$ cat config.mk
export PLATFORM = sky130hd
export DESIGN_NAME = mala_top
export DESIGN_NICKNAME = d
export VERILOG_FILES = /design/src/hw/mala_pkg.sv /design/src/hw/mala_alarm_cell.sv /design/src/hw/mala_top.sv
export SDC_FILE = /design/constraint.sdc
export NUM_CORES = 1
export LEC_CHECK = 0
export ABC_AREA = 1
export BUFFER_PORTS_ARGS = -buffer_cell sky130_fd_sc_hd__buf_4
export CORE_MARGIN = 1.5
export CORE_UTILIZATION = 50
export DETAILED_ROUTE_END_ITERATION = 16
export HOLD_SLACK_MARGIN = 0.03
export PLACE_DENSITY = 0.73
export SYNTH_ARGS = -nofsm -noshare
export SYNTH_HDL_FRONTEND = slang
export SYNTH_HIERARCHICAL = 1
export SYNTH_SLANG_ARGS = --single-unit
$ cat constraint.sdc
create_clock -name i_clk -period 5.23 [get_ports i_clk]
set_input_delay 0.7845 -clock i_clk [delete_from_list [all_inputs] [get_ports i_clk]]
set_output_delay 0.7845 -clock i_clk [all_outputs]
set_load 0.005 [all_outputs]
$ cat src/hw/mala_pkg.sv
package mala_pkg;

	// Register word offsets (byte addresses).
	localparam logic [7:0] REG_OPTIONS    = 8'h00;
	localparam logic [7:0] REG_MINOR_EN   = 8'h04;
	localparam logic [7:0] REG_CLUTCH_T   = 8'h08;
	localparam logic [7:0] REG_SRC_STATUS = 8'h0C;
	localparam logic [7:0] REG_STATUS     = 8'h10;

	// Reset values.
	localparam logic [15:0] OPTIONS_RST  = 16'h0000;
	localparam logic [15:0] MINOR_EN_RST = 16'h0000;
	localparam logic [15:0] CLUTCH_T_RST = 16'h01F4;

	// Alarm source indices within the 16-bit source vector.
	localparam int SRC_SPD1     = 0;
	localparam int SRC_SPD2     = 1;
	localparam int SRC_MANAIR   = 2;
	localparam int SRC_REMOTE   = 3;
	localparam int SRC_RACK     = 4;
	localparam int SRC_SPDSW    = 5;
	localparam int SRC_TORQUE   = 6;
	localparam int SRC_BOOST    = 7;
	localparam int SRC_HIGH_ACT = 8;
	localparam int SRC_PORT2    = 9;
	localparam int SRC_PORT3    = 10;
	localparam int SRC_PORT23   = 11;
	localparam int SRC_PID_LOW  = 12;
	localparam int SRC_OVSPD    = 13;
	localparam int SRC_LOADSW   = 14;
	localparam int SRC_CLUTCH   = 15;
	localparam int SRC_COUNT    = 16;

	// Sources that follow their condition; all others hold until reset.
	localparam logic [15:0] NON_LATCH_MASK = 16'h40E0;

	// Synchronizer bias gain in milli-percent per volt.
	localparam logic [15:0] SYNC_GAIN_HI = 16'h0BB8;
	localparam logic [15:0] SYNC_GAIN_LO = 16'h029B;

	// Clutch timing base.
	localparam int CLK_PERIOD_NS = 4;
	localparam int TICK_MS       = 10;
	localparam int TICK_CYCLES   = TICK_MS * 1000000 / CLK_PERIOD_NS;
	localparam int TICK_W        = 22;

	// Option flags, packed at bit positions 10 down to 0 of REG_OPTIONS.
	typedef struct packed {
		logic [4:0] reserved;
		logic       severe_fault_min_fuel_enable;
		logic       synchronizer_scale_select;
		logic       input_e_function_select;
		logic       manual_clutch_select;
		logic       input_f_function_select;
		logic       reverse_acting_select;
		logic       loss_of_speed_max_fuel_select;
		logic       remote_hold_last_enable;
		logic       port_engine_select;
		logic       boost_limit_enable;
		logic       torque_limit_enable;
	} mala_opt_t;

	// Raw fault conditions; bits 10 to 0 match the source indices, bits 13 to 11 feed sources 14 to 12.
	typedef struct packed {
		logic load_switch;
		logic overspeed_trip;
		logic controller_output_low_trip;
		logic port3_error;
		logic port2_error;
		logic high_act;
		logic boost_limiting;
		logic torque_limiting;
		logic speed_switch;
		logic rack_fail;
		logic remote_fail;
		logic manifold_air_fail;
		logic speed_pickup_sensor2_fail;
		logic speed_pickup_sensor1_fail;
	} mala_fault_t;

	typedef enum logic [1:0] {
		CL_IDLE,
		CL_TIMING,
		CL_FAILED
	} mala_clutch_state_t;

endpackage

$ cat src/hw/mala_alarm_cell.sv
`timescale 1ns/100ps
module mala_alarm_cell
	import mala_pkg::*;
(
	// Clock and reset.
	input  wire logic i_clk,
	input  wire logic i_rst_n,
	// Source control.
	input  wire logic i_cond,
	input  wire logic i_enable,
	input  wire logic i_latching,
	input  wire logic i_clear,
	// Contribution.
	output logic      o_active
);

	logic next_active;

	// A condition present in the clearing cycle keeps the bit set.
	assign next_active = i_enable & (i_cond | (i_latching & o_active & ~i_clear));

	always_ff @(posedge i_clk) begin
		if (!i_rst_n) begin
			o_active <= 1'b0;
		end else begin
			o_active <= next_active;
		end
	end

endmodule

$ cat src/hw/mala_top.sv
`timescale 1ns/100ps
// Notes on behaviour
// Minor alarm output is the OR of all enabled source contributions.
// Each source has its own minor enable; a clear enable blocks it.
// Speed switch, torque, boost limiter and load switch follow their condition.
// Enabled port 2 link error raises the minor alarm.
// Enabled port 3 link error raises the minor alarm.
// Separate enable raises alarm only when ports 2 and 3 both fail.
// Enabled clutch failure alarms when engaged contact misses the sync time.
// Enabled controller-output-low fault raises the minor alarm.
// Enabled overspeed condition raises the minor alarm.
// Enabled load switch pickup raises the minor alarm while exceeded.
// Enabled maximum fuel limiting raises the minor alarm and latches until alarm reset.
// Speed loss commands maximum fuel only with override and reverse set.
// One flag selects direct or reverse actuator sense.
// Remote input failure holds last value or ramps to lower limit.
// Input F is overspeed test enable or emergency declutch request.
// Input E resets alarms or enables the second dynamics set.
// With shutdown flag set, any major alarm forces minimum fuel.
// Manual clutch never issues permissive; load sharing starts on engagement.
// Manual clutch still soft loads but never soft unloads.
// The companion controller holds the opposite port engine setting.
// Torque limiter and boost limiter work only while enabled.
// Synchronizer bias scales at 3 or 0.667 percent per volt.
// Latching sources stay set until an input E alarm reset.
// An active configuration menu forces every output off except the register read data.
module mala_top
	import mala_pkg::*;
#(
	parameter int P_TICK_CYCLES = TICK_CYCLES
)(
	// Clock and reset.
	input  wire logic        i_clk,
	input  wire logic        i_rst_n,
	// Register port.
	input  wire logic [7:0]  i_addr,
	input  wire logic [31:0] i_wr_data,
	input  wire logic        i_wr,
	input  wire logic        i_rd,
	output logic      [31:0] o_rd_data,
	// Fault and condition inputs.
	input  wire mala_fault_t i_faults,
	input  wire logic        i_speed_lost,
	input  wire logic        i_major_alarm,
	input  wire logic        i_config_active,
	// Discrete contacts.
	input  wire logic        i_input_e,
	input  wire logic        i_input_f,
	input  wire logic        i_clutch_engaged,
	// Clutch sequencer requests.
	input  wire logic        i_clutch_sync_go,
	input  wire logic        i_soft_load_req,
	input  wire logic        i_soft_unload_req,
	// Alarm and fuel outputs.
	output logic             o_minor_alarm,
	output logic             o_fuel_force_max,
	output logic             o_fuel_force_min,
	output logic             o_act_reverse,
	// Reference and mode outputs.
	output logic             o_hold_last,
	output logic             o_ramp_lower,
	output logic             o_overspeed_test_en,
	output logic             o_emerg_declutch,
	output logic             o_alarm_reset,
	output logic             o_dyn2_en,
	// Clutch and load outputs.
	output logic             o_clutch_permissive,
	output logic             o_load_share_start,
	output logic             o_soft_load_en,
	output logic             o_soft_unload_en,
	// Limiter and synchronizer outputs.
	output logic             o_torque_limit_en,
	output logic             o_boost_limit_en,
	output logic             o_port_engine,
	output logic      [15:0] o_sync_gain
);

	mala_opt_t              opt;
	logic [15:0]            minor_en;
	logic [15:0]            clutch_time;
	mala_clutch_state_t     cl_state;
	mala_clutch_state_t     next_cl_state;
	logic [TICK_W-1:0]      tick_cnt;
	logic                   tick;
	logic [15:0]            cl_count;
	logic [SRC_COUNT-1:0]   src_cond;
	logic [SRC_COUNT-1:0]   cell_active;
	logic                   run;

	// Register decode.
	wire wr_options  = i_wr && (i_addr == REG_OPTIONS);
	wire wr_minor_en = i_wr && (i_addr == REG_MINOR_EN);
	wire wr_clutch_t = i_wr && (i_addr == REG_CLUTCH_T);
	wire [31:0] rd_mux =
		(i_addr == REG_OPTIONS)    ? {16'h0000, opt}                        :
		(i_addr == REG_MINOR_EN)   ? {16'h0000, minor_en}                   :
		(i_addr == REG_CLUTCH_T)   ? {16'h0000, clutch_time}                :
		(i_addr == REG_SRC_STATUS) ? {16'h0000, cell_active}                :
		(i_addr == REG_STATUS)     ? {28'h0000000, cl_state, o_minor_alarm, run} :
		32'h00000000;

	always_ff @(posedge i_clk) begin
		if (!i_rst_n) begin
			opt         <= mala_opt_t'(OPTIONS_RST);
			minor_en    <= MINOR_EN_RST;
			clutch_time <= CLUTCH_T_RST;
			o_rd_data   <= 32'h00000000;
		end else begin
			if (wr_options) begin
				opt <= mala_opt_t'({5'h00, i_wr_data[10:0]});
			end
			if (wr_minor_en) begin
				minor_en <= i_wr_data[15:0];
			end
			if (wr_clutch_t) begin
				clutch_time <= i_wr_data[15:0];
			end
			o_rd_data <= i_rd ? rd_mux : 32'h00000000;
		end
	end

	// Menu lock: every output except o_rd_data is held off while configuration is active.
	assign run = ~i_config_active;

	// Time base for the clutch synchronization window.
	wire tick_wrap = (tick_cnt == TICK_W'(P_TICK_CYCLES - 1));
	assign tick = tick_wrap;

	always_ff @(posedge i_clk) begin
		if (!i_rst_n || !i_clutch_sync_go || tick_wrap) begin
			tick_cnt <= '0;
		end else begin
			tick_cnt <= tick_cnt + TICK_W'(1);
		end
	end

	// Clutch supervision: counts ticks from sync start until engagement or until the count reaches clutch_time.
	wire cl_expired = (cl_count >= clutch_time);

	always_comb begin
		next_cl_state = cl_state;
		unique case (cl_state)
			CL_IDLE: begin
				if (i_clutch_sync_go && !i_clutch_engaged) begin
					next_cl_state = CL_TIMING;
				end
			end
			CL_TIMING: begin
				if (!i_clutch_sync_go || i_clutch_engaged) begin
					next_cl_state = CL_IDLE;
				end else if (cl_expired) begin
					next_cl_state = CL_FAILED;
				end
			end
			CL_FAILED: begin
				if (!i_clutch_sync_go || i_clutch_engaged) begin
					next_cl_state = CL_IDLE;
				end
			end
		endcase
	end

	always_ff @(posedge i_clk) begin
		if (!i_rst_n) begin
			cl_state <= CL_IDLE;
			cl_count <= 16'h0000;
		end else begin
			cl_state <= next_cl_state;
			// The count holds in the failed state so the expiry stays visible there.
			if (cl_state == CL_IDLE) begin
				cl_count <= 16'h0000;
			end else if (tick && !cl_expired) begin
				cl_count <= cl_count + 16'h0001;
			end
		end
	end

	// Source conditions feeding the per-source alarm cells.
	assign src_cond[SRC_SPD1]     = i_faults.speed_pickup_sensor1_fail;
	assign src_cond[SRC_SPD2]     = i_faults.speed_pickup_sensor2_fail;
	assign src_cond[SRC_MANAIR]   = i_faults.manifold_air_fail;
	assign src_cond[SRC_REMOTE]   = i_faults.remote_fail;
	assign src_cond[SRC_RACK]     = i_faults.rack_fail;
	assign src_cond[SRC_SPDSW]    = i_faults.speed_switch;
	assign src_cond[SRC_TORQUE]   = i_faults.torque_limiting & opt.torque_limit_enable;
	assign src_cond[SRC_BOOST]    = i_faults.boost_limiting & opt.boost_limit_enable;
	assign src_cond[SRC_HIGH_ACT] = i_faults.high_act;
	assign src_cond[SRC_PORT2]    = i_faults.port2_error;
	assign src_cond[SRC_PORT3]    = i_faults.port3_error;
	assign src_cond[SRC_PORT23]   = i_faults.port2_error & i_faults.port3_error;
	assign src_cond[SRC_PID_LOW]  = i_faults.controller_output_low_trip;
	assign src_cond[SRC_OVSPD]    = i_faults.overspeed_trip;
	assign src_cond[SRC_LOADSW]   = i_faults.load_switch;
	assign src_cond[SRC_CLUTCH]   = (cl_state == CL_FAILED);

	wire alarm_clear = i_input_e & opt.input_e_function_select;

	genvar g;
	generate
		for (g = 0; g < SRC_COUNT; g++) begin : g_src
			mala_alarm_cell u_cell (
				.i_clk      (i_clk),
				.i_rst_n    (i_rst_n),
				.i_cond     (src_cond[g]),
				.i_enable   (minor_en[g]),
				.i_latching (~NON_LATCH_MASK[g]),
				.i_clear    (alarm_clear),
				.o_active   (cell_active[g])
			);
		end
	endgenerate

	// Decisions before the menu lock.
	wire nx_minor      = |cell_active;
	wire nx_fuel_min   = (opt.severe_fault_min_fuel_enable & i_major_alarm)
		| (i_speed_lost & ~(opt.loss_of_speed_max_fuel_select
		& opt.reverse_acting_select));
	wire nx_fuel_max   = i_speed_lost & opt.loss_of_speed_max_fuel_select
		& opt.reverse_acting_select & ~nx_fuel_min;
	wire nx_hold_last  = i_faults.remote_fail & opt.remote_hold_last_enable;
	wire nx_ramp_lower = i_faults.remote_fail & ~opt.remote_hold_last_enable;
	wire nx_os_test    = i_input_f & opt.input_f_function_select;
	wire nx_declutch   = i_input_f & ~opt.input_f_function_select;
	wire nx_dyn2       = i_input_e & ~opt.input_e_function_select;
	wire nx_permissive = i_clutch_sync_go & ~opt.manual_clutch_select
		& (cl_state != CL_FAILED);
	wire nx_unload     = i_soft_unload_req & ~opt.manual_clutch_select;
	wire [15:0] nx_gain = opt.synchronizer_scale_select ? SYNC_GAIN_HI : SYNC_GAIN_LO;

	always_ff @(posedge i_clk) begin
		if (!i_rst_n) begin
			o_minor_alarm       <= 1'b0;
			o_fuel_force_max    <= 1'b0;
			o_fuel_force_min    <= 1'b0;
			o_act_reverse       <= 1'b0;
			o_hold_last         <= 1'b0;
			o_ramp_lower        <= 1'b0;
			o_overspeed_test_en <= 1'b0;
			o_emerg_declutch    <= 1'b0;
			o_alarm_reset       <= 1'b0;
			o_dyn2_en           <= 1'b0;
			o_clutch_permissive <= 1'b0;
			o_load_share_start  <= 1'b0;
			o_soft_load_en      <= 1'b0;
			o_soft_unload_en    <= 1'b0;
			o_torque_limit_en   <= 1'b0;
			o_boost_limit_en    <= 1'b0;
			o_port_engine       <= 1'b0;
			o_sync_gain         <= 16'h0000;
		end else begin
			o_minor_alarm       <= run & nx_minor;
			o_fuel_force_max    <= run & nx_fuel_max;
			o_fuel_force_min    <= run & nx_fuel_min;
			o_act_reverse       <= run & opt.reverse_acting_select;
			o_hold_last         <= run & nx_hold_last;
			o_ramp_lower        <= run & nx_ramp_lower;
			o_overspeed_test_en <= run & nx_os_test;
			o_emerg_declutch    <= run & nx_declutch;
			o_alarm_reset       <= run & alarm_clear;
			o_dyn2_en           <= run & nx_dyn2;
			o_clutch_permissive <= run & nx_permissive;
			o_load_share_start  <= run & i_clutch_engaged;
			o_soft_load_en      <= run & i_soft_load_req;
			o_soft_unload_en    <= run & nx_unload;
			o_torque_limit_en   <= run & opt.torque_limit_enable;
			o_boost_limit_en    <= run & opt.boost_limit_enable;
			o_port_engine       <= run & opt.port_engine_select;
			o_sync_gain         <= run ? nx_gain : 16'h0000;
		end
	end

	// An enabled overspeed held for two cycles reaches the relay output.
	a_overspeed_raises: assert property (@(posedge i_clk) disable iff (!i_rst_n)
		(i_faults.overspeed_trip && minor_en[SRC_OVSPD] && !i_config_active && !i_wr)[*2]
		|=> o_minor_alarm)
		else $error("enabled overspeed did not raise minor alarm");

	a_enables_block: assert property (@(posedge i_clk) disable iff (!i_rst_n)
		(minor_en == 16'h0000)[*2] |=> !o_minor_alarm)
		else $error("minor alarm raised with all enables clear");

	a_nonlatch_follows: assert property (@(posedge i_clk) disable iff (!i_rst_n)
		!i_faults.speed_switch |=> !cell_active[SRC_SPDSW])
		else $error("speed switch contribution outlived its condition");

	a_latch_holds: assert property (@(posedge i_clk) disable iff (!i_rst_n)
		(cell_active[SRC_SPD1] && minor_en[SRC_SPD1] && !alarm_clear && !i_wr)
		|=> cell_active[SRC_SPD1])
		else $error("latched sensor alarm dropped without reset");

	a_port_pair: assert property (@(posedge i_clk) disable iff (!i_rst_n)
		$rose(cell_active[SRC_PORT23]) |-> $past(i_faults.port2_error && i_faults.port3_error))
		else $error("pair link alarm set without both ports failing");

	a_clutch_timeout: assert property (@(posedge i_clk) disable iff (!i_rst_n)
		(cl_state == CL_FAILED) |-> $past(cl_count >= clutch_time) && !$past(i_clutch_engaged))
		else $error("clutch failure declared before the sync time");

	a_max_fuel_gate: assert property (@(posedge i_clk) disable iff (!i_rst_n)
		o_fuel_force_max |-> $past(i_speed_lost && opt.loss_of_speed_max_fuel_select
		&& opt.reverse_acting_select))
		else $error("maximum fuel without override and reverse sense");

	a_shutdown_min: assert property (@(posedge i_clk) disable iff (!i_rst_n)
		(i_major_alarm && opt.severe_fault_min_fuel_enable && !i_config_active)
		|=> o_fuel_force_min && !o_fuel_force_max)
		else $error("major alarm did not force minimum fuel");

	a_manual_clutch: assert property (@(posedge i_clk) disable iff (!i_rst_n)
		opt.manual_clutch_select |=> !o_clutch_permissive && !o_soft_unload_en)
		else $error("manual clutch issued permissive or soft unload");

	a_menu_lock: assert property (@(posedge i_clk) disable iff (!i_rst_n)
		i_config_active |=> !o_minor_alarm && !o_fuel_force_min && !o_clutch_permissive
		&& !o_act_reverse && (o_sync_gain == 16'h0000))
		else $error("outputs active during configuration");

	a_alarm_or: assert property (@(posedge i_clk) disable iff (!i_rst_n)
		(|cell_active && !i_config_active) |=> o_minor_alarm)
		else $error("active source did not reach the minor alarm");

	a_port2_raises: assert property (@(posedge i_clk) disable iff (!i_rst_n)
		(i_faults.port2_error && minor_en[SRC_PORT2]) |=> cell_active[SRC_PORT2])
		else $error("enabled port 2 error did not set its source");

	a_port3_raises: assert property (@(posedge i_clk) disable iff (!i_rst_n)
		(i_faults.port3_error && minor_en[SRC_PORT3]) |=> cell_active[SRC_PORT3])
		else $error("enabled port 3 error did not set its source");

	a_low_out_raises: assert property (@(posedge i_clk) disable iff (!i_rst_n)
		(i_faults.controller_output_low_trip && minor_en[SRC_PID_LOW]) |=> cell_active[SRC_PID_LOW])
		else $error("enabled output-low fault did not set its source");

	a_load_switch: assert property (@(posedge i_clk) disable iff (!i_rst_n)
		(i_faults.load_switch && minor_en[SRC_LOADSW]) |=> cell_active[SRC_LOADSW])
		else $error("enabled load switch did not set its source");

	a_max_fuel_limit: assert property (@(posedge i_clk) disable iff (!i_rst_n)
		(i_faults.high_act && minor_en[SRC_HIGH_ACT]) |=> cell_active[SRC_HIGH_ACT])
		else $error("enabled fuel limiting did not set its source");

	a_remote_action: assert property (@(posedge i_clk) disable iff (!i_rst_n)
		(i_faults.remote_fail && !i_config_active) |=> (o_hold_last != o_ramp_lower))
		else $error("remote failure did not pick exactly one reference action");

	a_input_f_route: assert property (@(posedge i_clk) disable iff (!i_rst_n)
		(i_input_f && !i_config_active) |=> (o_overspeed_test_en != o_emerg_declutch))
		else $error("input F did not reach exactly one function");

	a_sync_gain: assert property (@(posedge i_clk) disable iff (!i_rst_n)
		!i_config_active |=> (o_sync_gain == SYNC_GAIN_HI || o_sync_gain == SYNC_GAIN_LO))
		else $error("synchronizer gain is neither scale");

endmodule

== Word-level counts from Yosys, hierarchy flattened ==
Cells that the tools add are included.

* Word-level logic and storage cells: 186
* Bits in registers: 164
* Output and inout bits: 65

* Equal/unequal tests: 11
* Mux-type cells: 11
* Order comparisons: 1
* Bitwise logic cells: 87
* Reductions and logical operators: 21
* Add/sub/neg operators: 2

{| class="wikitable"
|+ Operators with widths
! operator !! count
|-
| $and 1x1->1 || 63
|-
| $mux 16 || 3
|-
| $add 22x1->22 const B || 1
|-
| $eq 22x22->1 const B || 1
|-
| $add 16x1->16 const B || 1
|-
| $eq 8x4->1 const B || 2
|-
| $ge 16x16->1 || 1
|-
| $reduce_or 16->1 || 1
|-
| $or 1x1->1 || 13
|-
| $mux 12 || 1
|-
| $mux 11 || 1
|-
| $not 1->1 || 11
|-
| $eq 8x3->1 const B || 1
|-
| $eq 8x5->1 const B || 1
|-
| $logic_not 8->1 || 1
|-
| $mux 2 || 4
|-
| $ne 2x2->1 const B || 3
|-
| $pmux 2 s3 || 1
|-
| $reduce_or 2->1 || 3
|-
| $reduce_or 6->1 || 1
|-
| $logic_and 1x1->1 || 5
|-
| $logic_not 1->1 || 4
|-
| $mux 4 || 1
|-
| $logic_or 1x1->1 || 3
|-
| 6 further kinds || 6
|}

== Longest topological paths before layout ==
Gate-level depths: netlist of the first run.

* Depth in word-level cells: 7
* Depth in mapped cells: 14
* Gate-level depth less buffers: 14

== By module ==
Netlist of the first run, hierarchy kept.

{| class="wikitable"
|+ By module, submodules not included
! module !! times used !! cells an instance !! area each (um2)
|-
| mala_top || 1 || 799 || 5859.4
|-
| mala_alarm_cell || 16 || 6 || 50.0
|}

== Least setup slack after synthesis of the first run ==
No wires, ideal clock.

* Kind: in2reg
* Start point: input i_addr[0]
* End point: register minor_en[10]
* Arrival: 1738 ps
* Path buffers: 2
* Required time: 5165 ps
* Setup time: 65 ps
* Stages on the path: 11
* Slack: 3427 ps
* Path through: inv_2 -> nand2_1 -> nor2_1 -> nand3_2 -> inv_2 -> nand2_1 -> buf_6 -> clkinv_2 -> buf_6 -> nor2_1 -> nor2_1

* Cells in the longest elaborated chain, start to end: 2

{| class="wikitable"
|+ Ends and longest elaborated chain
! item !! line !! RTL
|-
| start: declaration || mala_top.sv:36 || <nowiki>input wire logic [7:0] i_addr,</nowiki>
|-
| $eq 8x3->1 || mala_top.sv:92 || <nowiki>wire wr_minor_en = i_wr && (i_addr == REG_MINOR_EN);</nowiki>
|-
| $logic_and 1x1->1 || mala_top.sv:92 ||
|-
| end signal: assignment || mala_top.sv:113 || <nowiki>minor_en <= i_wr_data[15:0];</nowiki>
|-
| end: declaration || mala_top.sv:79 || <nowiki>logic [15:0] minor_en;</nowiki>
|}

Every way passes these cells.
A chain may end at the register's enable or synchronous reset.

== Worst setup path after layout of the first run ==
* Start point: input i_addr[0]
* End point: register minor_en[2]

The elaborated chain is that of the path after synthesis.

==> results.md, run 1 <==
* Tmin final at 2510 ps
* Power Dens Cells at 304 mW/mm2
* Xor and xnor fraction of the mapped netlist area at around 2.1%
* Yosys cell types at 41
* Number of maximum-capacitance constraint violations at 0
* Number of instances in the synthesized netlist at 895
* Fraction of the core area covered by cells at the end of the flow at 62.1%
* Most frequent cell after synthesis: sky130_fd_sc_hd__nand2_1
* Dominant combinational cell family by area after synthesis: simple AND/OR/NAND/NOR gates
* Top-area cell type share of the netlist area at 40.6%
* Number of cells on the worst reg-to-reg path at 7
* Via count of the first global-routing pass at 5,588
* Area growth from synthesis to final layout at 19.6%
* Wire length of the first global-routing pass at 26.6 mm
* Max Buffers Root-to-Sink at 2
* Sum of negative setup slack at 0 ps
* Critical path fanouts, max at 20
* Setup bufs post-CTS at 0
* Capture point of the critical path: minor_en[2]$_SDFFE_PN0P_
* Final number of setup-violating endpoints at 0
* Remaining antenna violation count after routing at 0
* Type of the worst setup path: in2reg
* Part of the cycle the worst path needs at 48.0%
* Seq/Total Area, Yosys at about two fifths
* Compound-Gate Fraction of Synth Area at 13.1%
* Clk_skew at 8.48 ps
* Standby leakage power at between 0.003 and 0.004 uW
* Clock latency at the later pin of the worst-skew pair at 420 ps
* Site Rows at 41
* Origin of the critical flop-to-flop path: cl_count[13]$_SDFFE_PP0P_
* Width of the chip at 118 um
* Global routing usage summed across all routing layers at roughly a quarter
* Kind of capture point of the worst setup path: flip-flop
* Synth Flop Type: sky130_fd_sc_hd__dfxtp_1
* Post-cts repair resize count at 0
* CTS tree: yes
* Level count of the clock H-tree at 4
* Non-filler instance count after layout at ~1,200
* Count of nets after finishing at 1,080
* Crit path required time at about 5500 ps
* Worst min path class: reg2reg
* Outcome: finished, final reports clean
* Fraction of final layout cells sized beyond drive strength 1 at 18.8%
* Hold path startpoint: minor_en[15]$_SDFFE_PN0P_
* Maximum frequency from static timing analysis at 398 MHz
* Crit path launch: i_addr[0]
* Top cell types by occurrence after synthesis: sky130_fd_sc_hd__nand2_1 (175), sky130_fd_sc_hd__dfxtp_1 (135), sky130_fd_sc_hd__inv_1 (116)
* Data arrival, critical path at 2820 ps
* Inserted Diodes at 0
* Area of the core at 0.0128 mm2
* Dominant cells by area after synthesis: sky130_fd_sc_hd__dfxtp_1 (41%), sky130_fd_sc_hd__nand2_1 (9.9%), sky130_fd_sc_hd__inv_1 (6.5%)
* Maximum vdd ir drop at 0.000212 V
* Die boundary height at 118 um
* Final routed DRC violation total at 0
* IO Count at 132
* Worst R2R Setup Slack at 2960 ps
* Clk slew on worst S/H paths at 60 ps
* Die footprint at between 0.01 and 0.015 mm2
* Avg Synthesized Cell Area at 7.44 um2
* Wirelength per Cell at 13.6 um
* Number of register bits inferred by synthesis at ~140
* Instance count after placement with tap cells included at between 1,000 and 1,500
* Root Driver: sky130_fd_sc_hd__clkbuf_16
* Length of the first detailed-routing pass in iterations at 5
* Pin count of the biggest net entering global routing at 65
* Detailed Route Iter0 Violations at 488
* Initial antenna violation count at 0
* Adder-cell area share of the yosys netlist at around 3.9%
* Number of buffers created by CTS at 17
* Number of hold buffers added after cts at 0
* Hold violation total from the final report at 0
* Placed standard-cell area at 0.00736 mm2
* Final design area excluding fillers at between 0.007 and 0.008 mm2
* Number of warnings reported in the yosys synthesis log at 6
* Number of sinks handled by clock tree synthesis at about 140
* Worst reg2reg path endpoint: cl_count[12]$_SDFFE_PP0P_
* Rel. slew slack at 36.4%
* Detail-routed via count per cell at 5.05
* Final HPWL DP at 11.4 mm
* Startpoint type of the worst setup path: input pin
* Grt ovf at 0
* Wire length after detailed routing at 16.0 mm
* Biggest area consumer among synthesized cells: sky130_fd_sc_hd__dfxtp_1
* Portion of netlist area occupied by mux cells at 0%
* Fraction of registers with async set or reset after synthesis at 0%
* Routed via count at 5,947
* Total power at approximately 2400 uW
* Weighted congestion reported at the end of routability-driven placement at 0.867
* Port bufs at 92
* Transition time at the pin with the least slew margin at 952 ps
* Setup repair after global routing missed its margin: false
* Starting utilization of the core area at roughly 52%
* Total count of max-transition violations in the final report at 0
* Mapped Area at 0.00666 mm2
* Post-synthesis share of cell area spent on and, or, nand and nor gates at 27.4%
* Post-synth EDFFs at 0
[flip-flops by register name (all words and copies together), names as in the netlist, 2 cells and up]
name                   cells
tick_cnt                  22
cl_count                  16
clutch_time               16
g_src.u_cell/o_active     16
minor_en                  16
o_rd_data                 16
opt                       11
o_sync_gain                3
cl_state                   2
[cell type report]
class | instances | area [um2]
fillers | 1173 | 4860
multi-input cells | 613 | 3250
flip-flops and latches | 135 | 2700
repair buffers | 92 | 691
inverters | 133 | 502
clock buffers | 23 | 498
well taps | 172 | 215
clock inverters | 9 | 114
[power breakdown]
group | total [uW] | switching [uW] | leakage (uW) | internal (uW)
logic | 158 | 98.6 | 0.00196 | 59.3
registers | 1050 | 9.24 | 0.00109 | 1040
clock network | 1210 | 447 | 0.000292 | 767
total | 2420 | 555 | 0.00334 | 1870
[metal layers]
layer	track usage, %	wire length, um	part of all wire, %	vias to the layer above
li1	-	-	-	3022
met1	29.2	6960	44	2682
met2	39.1	7490	47	210
met3	5.94	1170	7.3	33
met4	8.89	372	2.3	0
met5	0	0	0	-
[stage by stage]
step / setup WS [ps] / hold WS [ps]
after floorplan: 3430 / 413
after global placement: 2420 / 432
after detailed placement: 2430 / 436
after CTS: 2820 / 438
after global routing: 2610 / 458
final: 2720 / 433
[worst min path at each step]
stage / slack, ps / cells after the start / to
after floorplan: 410 / 1 / o_sync_gain[1]$_SDFF_PP0_
after global placement: 430 / 2 / g_src[15].u_cell/o_active$_SDFF_PN0_
after detailed placement: 440 / 2 / g_src[15].u_cell/o_active$_SDFF_PN0_
after CTS: 440 / 2 / g_src[15].u_cell/o_active$_SDFF_PN0_
after global routing: 460 / 2 / g_src[15].u_cell/o_active$_SDFF_PN0_
final: 430 / 2 / g_src[15].u_cell/o_active$_SDFF_PN0_
[cells by family (layout without fill, tap and decap cells)]
group,Yosys count,after routing
AO/OA/AOI/OAI,150,150
XOR/XNOR,16,16
adder cells (fa/ha/maj),21,21
buffers and inverters,184,257
flip-flops,135,135
other,2,39
AND/OR/NAND/NOR,387,387
[placed cells by master (no fill, tap or decap), types with 2 or more instances in the layout]
master / synthesis / final
sky130_fd_sc_hd__clkinvlp_4: 0 / 3
sky130_fd_sc_hd__a41oi_1: 6 / 6
sky130_fd_sc_hd__nand3_2: 19 / 19
sky130_fd_sc_hd__nor3b_1: 5 / 5
sky130_fd_sc_hd__o211ai_1: 9 / 9
sky130_fd_sc_hd__xnor2_1: 6 / 6
sky130_fd_sc_hd__ha_1: 21 / 21
sky130_fd_sc_hd__clkinv_4: 0 / 2
sky130_fd_sc_hd__xor2_1: 10 / 10
sky130_fd_sc_hd__clkinv_1: 2 / 2
sky130_fd_sc_hd__nor2_1: 100 / 100
sky130_fd_sc_hd__o21ai_1: 19 / 19
sky130_fd_sc_hd__nor2_8: 2 / 2
sky130_fd_sc_hd__nand2_2: 5 / 5
sky130_fd_sc_hd__o21ai_0: 38 / 38
sky130_fd_sc_hd__nor2_2: 3 / 3
sky130_fd_sc_hd__inv_2: 13 / 13
sky130_fd_sc_hd__nor4_1: 6 / 6
sky130_fd_sc_hd__a21oi_1: 58 / 58
sky130_fd_sc_hd__clkbuf_16: 0 / 17
sky130_fd_sc_hd__clkbuf_8: 0 / 5
sky130_fd_sc_hd__clkinv_2: 2 / 3
sky130_fd_sc_hd__nor3_1: 19 / 19
sky130_fd_sc_hd__nand3_1: 16 / 16
sky130_fd_sc_hd__conb_1: 2 / 39
sky130_fd_sc_hd__nand2_1: 175 / 175
sky130_fd_sc_hd__inv_1: 116 / 116
sky130_fd_sc_hd__dfxtp_1: 135 / 135
sky130_fd_sc_hd__nand4_1: 30 / 30
sky130_fd_sc_hd__a21oi_2: 16 / 16
sky130_fd_sc_hd__buf_4: 29 / 92
sky130_fd_sc_hd__bufinv_16: 0 / 2
[worst max-delay path, stage by stage]
cell	delay (ps)
sky130_fd_sc_hd__buf_4	80
sky130_fd_sc_hd__inv_2	20
sky130_fd_sc_hd__nand2_1	160
sky130_fd_sc_hd__nor2_1	80
sky130_fd_sc_hd__nand3_2	220
sky130_fd_sc_hd__inv_2	170
sky130_fd_sc_hd__nand2_1	590
sky130_fd_sc_hd__clkinv_2	430
sky130_fd_sc_hd__nor2_1	210
sky130_fd_sc_hd__nor2_1	70
Note: power is estimated with default switching activity, not from simulation.
==> run 2, diff against run 1 <==
PLACE_DENSITY = 0.76   (was 0.73)
clock period = 2 ns   (was 5.23 ns; I/O delays follow)
==> run 2 against run 1 <==
Non-clock buffer count increased by 23. Worst setup slack got worse by 2500 ps. Clock power increased by 130%. Sequential power increased to 2.6 times the previous value. Routed wire length increased by 2.1%. First-iteration DRC count increased by 21%. Register-to-register slack got worse by 2800 ps. Hold slack got worse by 350 ps. Via count increased by 2.4%.
==> results.md, run 2 (same netlist as run 1, synthesis figures left out) <==
* Outcome: finished, final reports clean
* Routed via count at 6,089
* Register ranked first by flip-flop count: tick_cnt
* Leading cell type in the layout, fill and taps excluded: sky130_fd_sc_hd__nand2_1
* Maximum vdd ir drop at approximately 0.00054 V
* Tmin final at 1830 ps
* Width of the chip at 118 um
* Cell Int Power at 4600 uW
* Switching Share at 23.2%
* Detailed Route Iter0 Violations at 591
* Combinational share of power at 7.2%
* Data arrival, critical path at 2110 ps
* Site Rows at 41
* Worst R2R Setup Slack at around 170 ps
* Inserted Diodes at 0
* Standby leakage power at 0.00343 uW
* Weighted congestion reported at the end of routability-driven placement at 0.904
* Die footprint at 0.0140 mm2
* Flop pwr share at 45.8%
* Clk pwr share at between 40% and 50%
* Wire length of the first global-routing pass at 26.9 mm
* Worst min path class: in2reg
* Power Dens Cells at 740 mW/mm2
* Number of sinks handled by clock tree synthesis at 135
* Instance count after placement with tap cells included at 1,168
* Rel. slew slack at 62.0%
* Clk_skew at 5.53 ps
* Root Driver: sky130_fd_sc_hd__clkbuf_16
* Die boundary height at 118 um
* Via count of the first global-routing pass at 5,700
* Initial antenna violation count at 0
* Number of buffers created by CTS at 17
* Total count of max-transition violations in the final report at 0
* Final number of setup-violating endpoints at 0
* Part of the cycle the worst path needs at 91.5%
* Wirelength per Cell at around 14 um
* Final routed DRC violation total at 0
* CTS tree: yes
* Grt ovf at 0
* Setup repair after global routing missed its margin: true
* Post-route setup slack at 169 ps
* Length of the first detailed-routing pass in iterations at 5
* Net switching power at 1390 uW
* Total power at 6000 uW
* Port bufs at 92
* Type of the worst setup path: reg2reg
* Fraction of final layout cells sized beyond drive strength 1 at 20.4%
* Detail-routed via count per cell at 5.08
* Fill cell instance count of the final layout at 1,118
* Crit path required time at 2280 ps
* Hold violation total from the final report at 0
* Count of nets after finishing at ~1,100
* Clk slew on worst S/H paths at 60 ps
* Highest-count cells in the layout ignoring fill and taps: sky130_fd_sc_hd__nand2_1 (175), sky130_fd_sc_hd__dfxtp_1 (135), sky130_fd_sc_hd__inv_1 (116)
* Transition time at the pin with the least slew margin at 569 ps
* Pin count of the biggest net entering global routing at 30
* Max FFs per register at 22
* Max Buffers Root-to-Sink at 2
* Dpl ws at around 230 ps
* Area growth from synthesis to final layout at 21.6%
* Critical path fanouts, max at 12
* Remaining antenna violation count after routing at 0
* Maximum frequency from static timing analysis at 546 MHz
* Wire length after detailed routing at 16.3 mm
* Clock latency at the later pin of the worst-skew pair at around 420 ps
* Area of the core at 0.0128 mm2
* Kind of capture point of the worst setup path: flip-flop
* Startpoint type of the worst setup path: flip-flop
* Global routing usage summed across all routing layers at 23.9%
* Starting utilization of the core area at 51.9%
* Number of maximum-capacitance constraint violations at 0
* Final HPWL DP at 12.1 mm
* IO Count at about 130
* Level count of the clock H-tree at 4
* Non-filler instance count after layout at about 1,200
-- run 2: power groups by stage --
stage	Clock [uW]	Sequential, uW	Combinational [uW]
after global placement	0	2810	422
after CTS	2870	2750	429
after global routing	2980	2750	483
after floorplan	0	2800	271
final	2810	2750	434
after detailed placement	0	2810	426
-- run 2: per-stage QoR --
| stage | utilization (%) | TNS (ps) | hold WS [ps] | area [um2] |
|---|---|---|---|---|
| floorplan | - | 0 | 399 | 6800 |
| global placement | 58.9 | 0 | 433 | 7550 |
| detailed placement | 58.9 | 0 | 434 | 7550 |
| CTS | 63.0 | 0 | 70.5 | 8080 |
| global route | 63.2 | -0.915 | 93.1 | 8100 |
| finish | 63.2 | 0 | 85.3 | 8100 |
-- run 2: final cells by class --
class / count / area [um2] / share of cell area [%]
multi-input cells: 614 / 3260 / 40.3
flip-flops and latches: 135 / 2700 / 33.4
repair buffers: 115 / 888 / 11.0
inverters: 133 / 502 / 6.19
clock buffers: 21 / 450 / 5.56
well taps: 172 / 215 / 2.66
clock inverters: 9 / 80.1 / 0.989
-- run 2: critical path, stage by stage, from the launching register on --
cell	delay (ps)
sky130_fd_sc_hd__dfxtp_1	350
sky130_fd_sc_hd__ha_1	180
sky130_fd_sc_hd__nand2_1	70
sky130_fd_sc_hd__inv_2	80
sky130_fd_sc_hd__nand2_1	80
sky130_fd_sc_hd__nor2_1	170
sky130_fd_sc_hd__nand2_2	140
sky130_fd_sc_hd__nor2_8	220
sky130_fd_sc_hd__nand3_2	230
sky130_fd_sc_hd__nand2_1	120
sky130_fd_sc_hd__a21oi_1	60
-- run 2: what timing repair did --
| item | 4_1_cts | 5_1_grt |
|---|---|---|
| hold buffers | 0 | 0 |
| endpoints found under the setup margin | 0 | 6 |
| buffers inserted | 0 | 0 |
| resized for setup | 0 | 1 |
-- run 2: final timing paths --
| kind | end | cells after the start | start |
|---|---|---|---|
| max | cl_count[12]$_SDFFE_PP0P_ | 10 | tick_cnt[0]$_SDFF_PP0_ |
| min | o_sync_gain[9]$_SDFF_PP0_ | 2 | i_config_active |
| max reg2reg | cl_count[12]$_SDFFE_PP0P_ | 10 | tick_cnt[0]$_SDFF_PP0_ |
| min reg2reg | tick_cnt[0]$_SDFF_PP0_ | 1 | tick_cnt[0]$_SDFF_PP0_ |
-- run 2: layer usage --
| metal | routed length, um | up-vias | share of wire (%) | GRT usage [%] |
|---|---|---|---|---|
| li1 | - | 3083 | - | - |
| met1 | 6860 | 2771 | 42 | 28.5 |
| met2 | 7930 | 206 | 49 | 40.4 |
| met3 | 981 | 29 | 6.0 | 5.41 |
| met4 | 548 | 0 | 3.4 | 11.8 |
| met5 | 0 | - | 0 | 0 |
==> run 3, diff against run 2 <==
ABC_AREA = 0   (was 1)
CORE_UTILIZATION = 49   (was 50)
==> run 3 against run 2 <==
The run now ends with negative setup slack left. Die area decreased by 6.3%. Synthesized cell count decreased by 30%. Flip-flop and latch count unchanged. Synthesized area decreased by 8.3%. Sequential power decreased by 1%. Critical endpoint is now cl_count[9]$_SDFFE_PP0P_. Largest power group unchanged. Highest routed layer unchanged.
==> results.md, run 3 <==
* Max Buffers Root-to-Sink at 2
* Pin count of the biggest net entering global routing at 27
* Placed standard-cell area at 0.00740 mm2
* Net switching power at 1330 uW
* Dominant cells by area after synthesis: sky130_fd_sc_hd__dfxtp_1 (44%), sky130_fd_sc_hd__mux2i_1 (6.4%), sky130_fd_sc_hd__nor2_1 (4.9%)
* Fraction of final layout cells sized beyond drive strength 1 at 33.0%
* Die boundary height at between 100 and 150 um
* Power Dens Cells at 731 mW/mm2
* Cell Int Power at about 4700 uW
* Standby leakage power at 0.00367 uW
* Register cell area after layout at 0.00272 mm2
* Number of sinks handled by clock tree synthesis at 135
* Non-filler instance count after layout at a little under 1,000
* Register ranked first by flip-flop count: tick_cnt
* IO Count at 132
* Highest-count cells in the layout ignoring fill and taps: sky130_fd_sc_hd__buf_4 (159), sky130_fd_sc_hd__dfxtp_1 (124), sky130_fd_sc_hd__nor2_1 (78)
* Grt ovf at 0
* Clk_skew at 6.86 ps
* Detailed Route Iter0 Violations at between 300 and 400
* Total count of max-transition violations in the final report at 0
* Area growth from synthesis to final layout at 35.6%
* Level count of the clock H-tree at 4
* Root Driver: sky130_fd_sc_hd__clkbuf_16
* Crit-path most repeated cell: sky130_fd_sc_hd__buf_4
* Maximum frequency from static timing analysis at 427 MHz
* Final routed DRC violation total at 0
* Total power at between 6000 and 7000 uW
* Routed via count at 5,294
* Length of the first detailed-routing pass in iterations at 5
* Data arrival, critical path at 2690 ps
* Switching Share at 21.9%
* Area of the core at 0.0121 mm2
* Width of the chip at between 100 and 150 um
* Cell type of the slowest stage on the worst timing path: sky130_fd_sc_hd__or4_4
* Number of warnings reported in the yosys synthesis log at 6
* Transition time at the pin with the least slew margin at 664 ps
* Wire length after detailed routing at 16.1 mm
* Maximum vdd ir drop at 0.000539 V
* Starting utilization of the core area at 50.6%
* Kind of capture point of the worst setup path: flip-flop
* Global routing usage summed across all routing layers at 25.0%
* Crit path required time at about 2400 ps
* Initial antenna violation count at 0
* Top-area cell type share of the netlist area at ~44%
* Largest stage delay on the critical path at roughly 520 ps
* Number of maximum-capacitance constraint violations at 0
* Port bufs at 92
* Fraction of registers with async set or reset after synthesis at 0%
* Most frequent cell after synthesis: sky130_fd_sc_hd__dfxtp_1
* Rel. slew slack at 54.5%
* Avg Synthesized Cell Area at 9.71 um2
* Top cell types by occurrence after synthesis: sky130_fd_sc_hd__dfxtp_1 (135), sky130_fd_sc_hd__nor2_1 (80), sky130_fd_sc_hd__mux2i_1 (39)
* Setup repair after global routing missed its margin: true
* Seq/Total Area, Yosys at 44.2%
* Number of register bits inferred by synthesis at 135
* Yosys cell types at 55
* Final HPWL DP at 10.9 mm
* Number of hold buffers added after cts at 0
* Final number of setup-violating endpoints at 18
* Leading cell type in the layout, fill and taps excluded: sky130_fd_sc_hd__buf_4
* Inserted Diodes at 0
* Post-synth EDFFs at 0
* Worst min path class: in2reg
* Post-route setup slack at -340 ps
* Fill cell instance count of the final layout at 870
* Final design area excluding fillers at 0.00828 mm2
* Critical path fanouts, max at 4
* Number of buffers created by CTS at 17
* Outcome: finished with violations
* Mapped Area at 0.00611 mm2
* Instance count after placement with tap cells included at 939
* Hold violation total from the final report at 0
* Tmin final at 2340 ps
* Wirelength per Cell at 16.3 um
* Biggest area consumer among synthesized cells: sky130_fd_sc_hd__dfxtp_1
* Type of the worst setup path: reg2reg
* Detail-routed via count per cell at 5.39
* Sum of negative setup slack at -5020 ps
* Startpoint type of the worst setup path: flip-flop
* Clock latency at the later pin of the worst-skew pair at roughly 430 ps
* Count of nets after finishing at 890
* Clk slew on worst S/H paths at approximately 60 ps
* Multi-input gate area in the final layout at roughly 0.0034 mm2
* Synth Flop Type: sky130_fd_sc_hd__dfxtp_1
* Die footprint at 0.0131 mm2
* Number of instances in the synthesized netlist at ~630
* Fraction of the core area covered by cells at the end of the flow at 68.7%
* Via count of the first global-routing pass at roughly 5,200
* Part of the cycle the worst path needs at 117%
* Combinational share of power at 4.8%
* Clk pwr share at between 50 and 60%
* CTS tree: yes
* Site Rows at 40
* Failing checks: negative setup slack
* Wire length of the first global-routing pass at 25.2 mm
* Max FFs per register at 22
* Flop pwr share at 44.8%
* Critical Path, Cell by Cell: ha_2 > nand4_1 > buf_4 > nor3_4 > a2111oi_4 > buf_4 > o211ai_4 > or4_4 > a21oi_2
* Weighted congestion reported at the end of routability-driven placement at 0.823
* Remaining antenna violation count after routing at 0
-- run 3: stage by stage --
stage               hold slack (ps)  setup slack [ps]
floorplan                       414              -151
global placement                434              -249
detailed placement              451              -279
CTS                            67.8              -270
global route                   90.0              -393
finish                         77.9              -340
-- run 3: area by class of cell --
class,instances,share of cell area [%]
Tap cell,168,2.54
Inverter,23,1.04
Clock inverter,11,1.51
Timing Repair Buffer,169,15.9
Clock buffer,20,5.51
Multi-Input combinational cell,456,40.7
Sequential cell,135,32.8
-- run 3: power by group through the flow --
stage	logic (uW)	clock network (uW)	registers, uW
2_1_floorplan	157	0	2770
3_3_place_gp	268	0	2770
3_5_place_dp	274	0	2770
4_1_cts	281	3080	2710
5_1_grt	316	3210	2720
6_report	291	3050	2710
-- run 3: repair_timing --
item | CTS | global route
setup buffers | 9 | 2
setup endpoints to repair | 18 | 19
resized for setup | 40 | 16
pin swaps | 25 | 5
cloned | 1 | 0
-- run 3: path summary, 6_finish.rpt --
path                                                 from                        end  slack (ps)  cells past startpoint
worst min-delay path                      i_soft_load_req  o_soft_load_en$_SDFF_PN0_          80                      2
worst max-delay path            cl_count[12]$_SDFFE_PP0P_   cl_count[9]$_SDFFE_PP0P_        -340                      9
worst min register to register        opt[8]$_SDFFE_PN0P_       o_dyn2_en$_SDFF_PN0_         460                      1
worst max register to register  cl_count[12]$_SDFFE_PP0P_   cl_count[9]$_SDFFE_PP0P_        -340                      9
-- run 3: layer usage --
metal	vias up	track usage (%)	wire, um
li1	2490	-	-
met1	2554	27.9	6390
met2	207	44.4	8240
met3	43	6.30	955
met4	0	11.9	466
met5	-	0	0
-- run 3: cells by family after synthesis --
family	share of synthesized area (%)
AOI/OAI and AO/OA	10.9
and+or+nand+nor	20.6
DFF	44.2
other	0.123
buffers and inverters	6.78
muxes	10.3
adders and majority gates	4.30
xor gates and xnor gates	2.87
-- run 3: worst max-delay path, delay by kind of cell, from the launching register on --
family          cells  cell delay [ps]
simple gates        3              730
compound gates      3              490
fa+ha+maj           1              290
flops               1              370
buf+inv             2              370
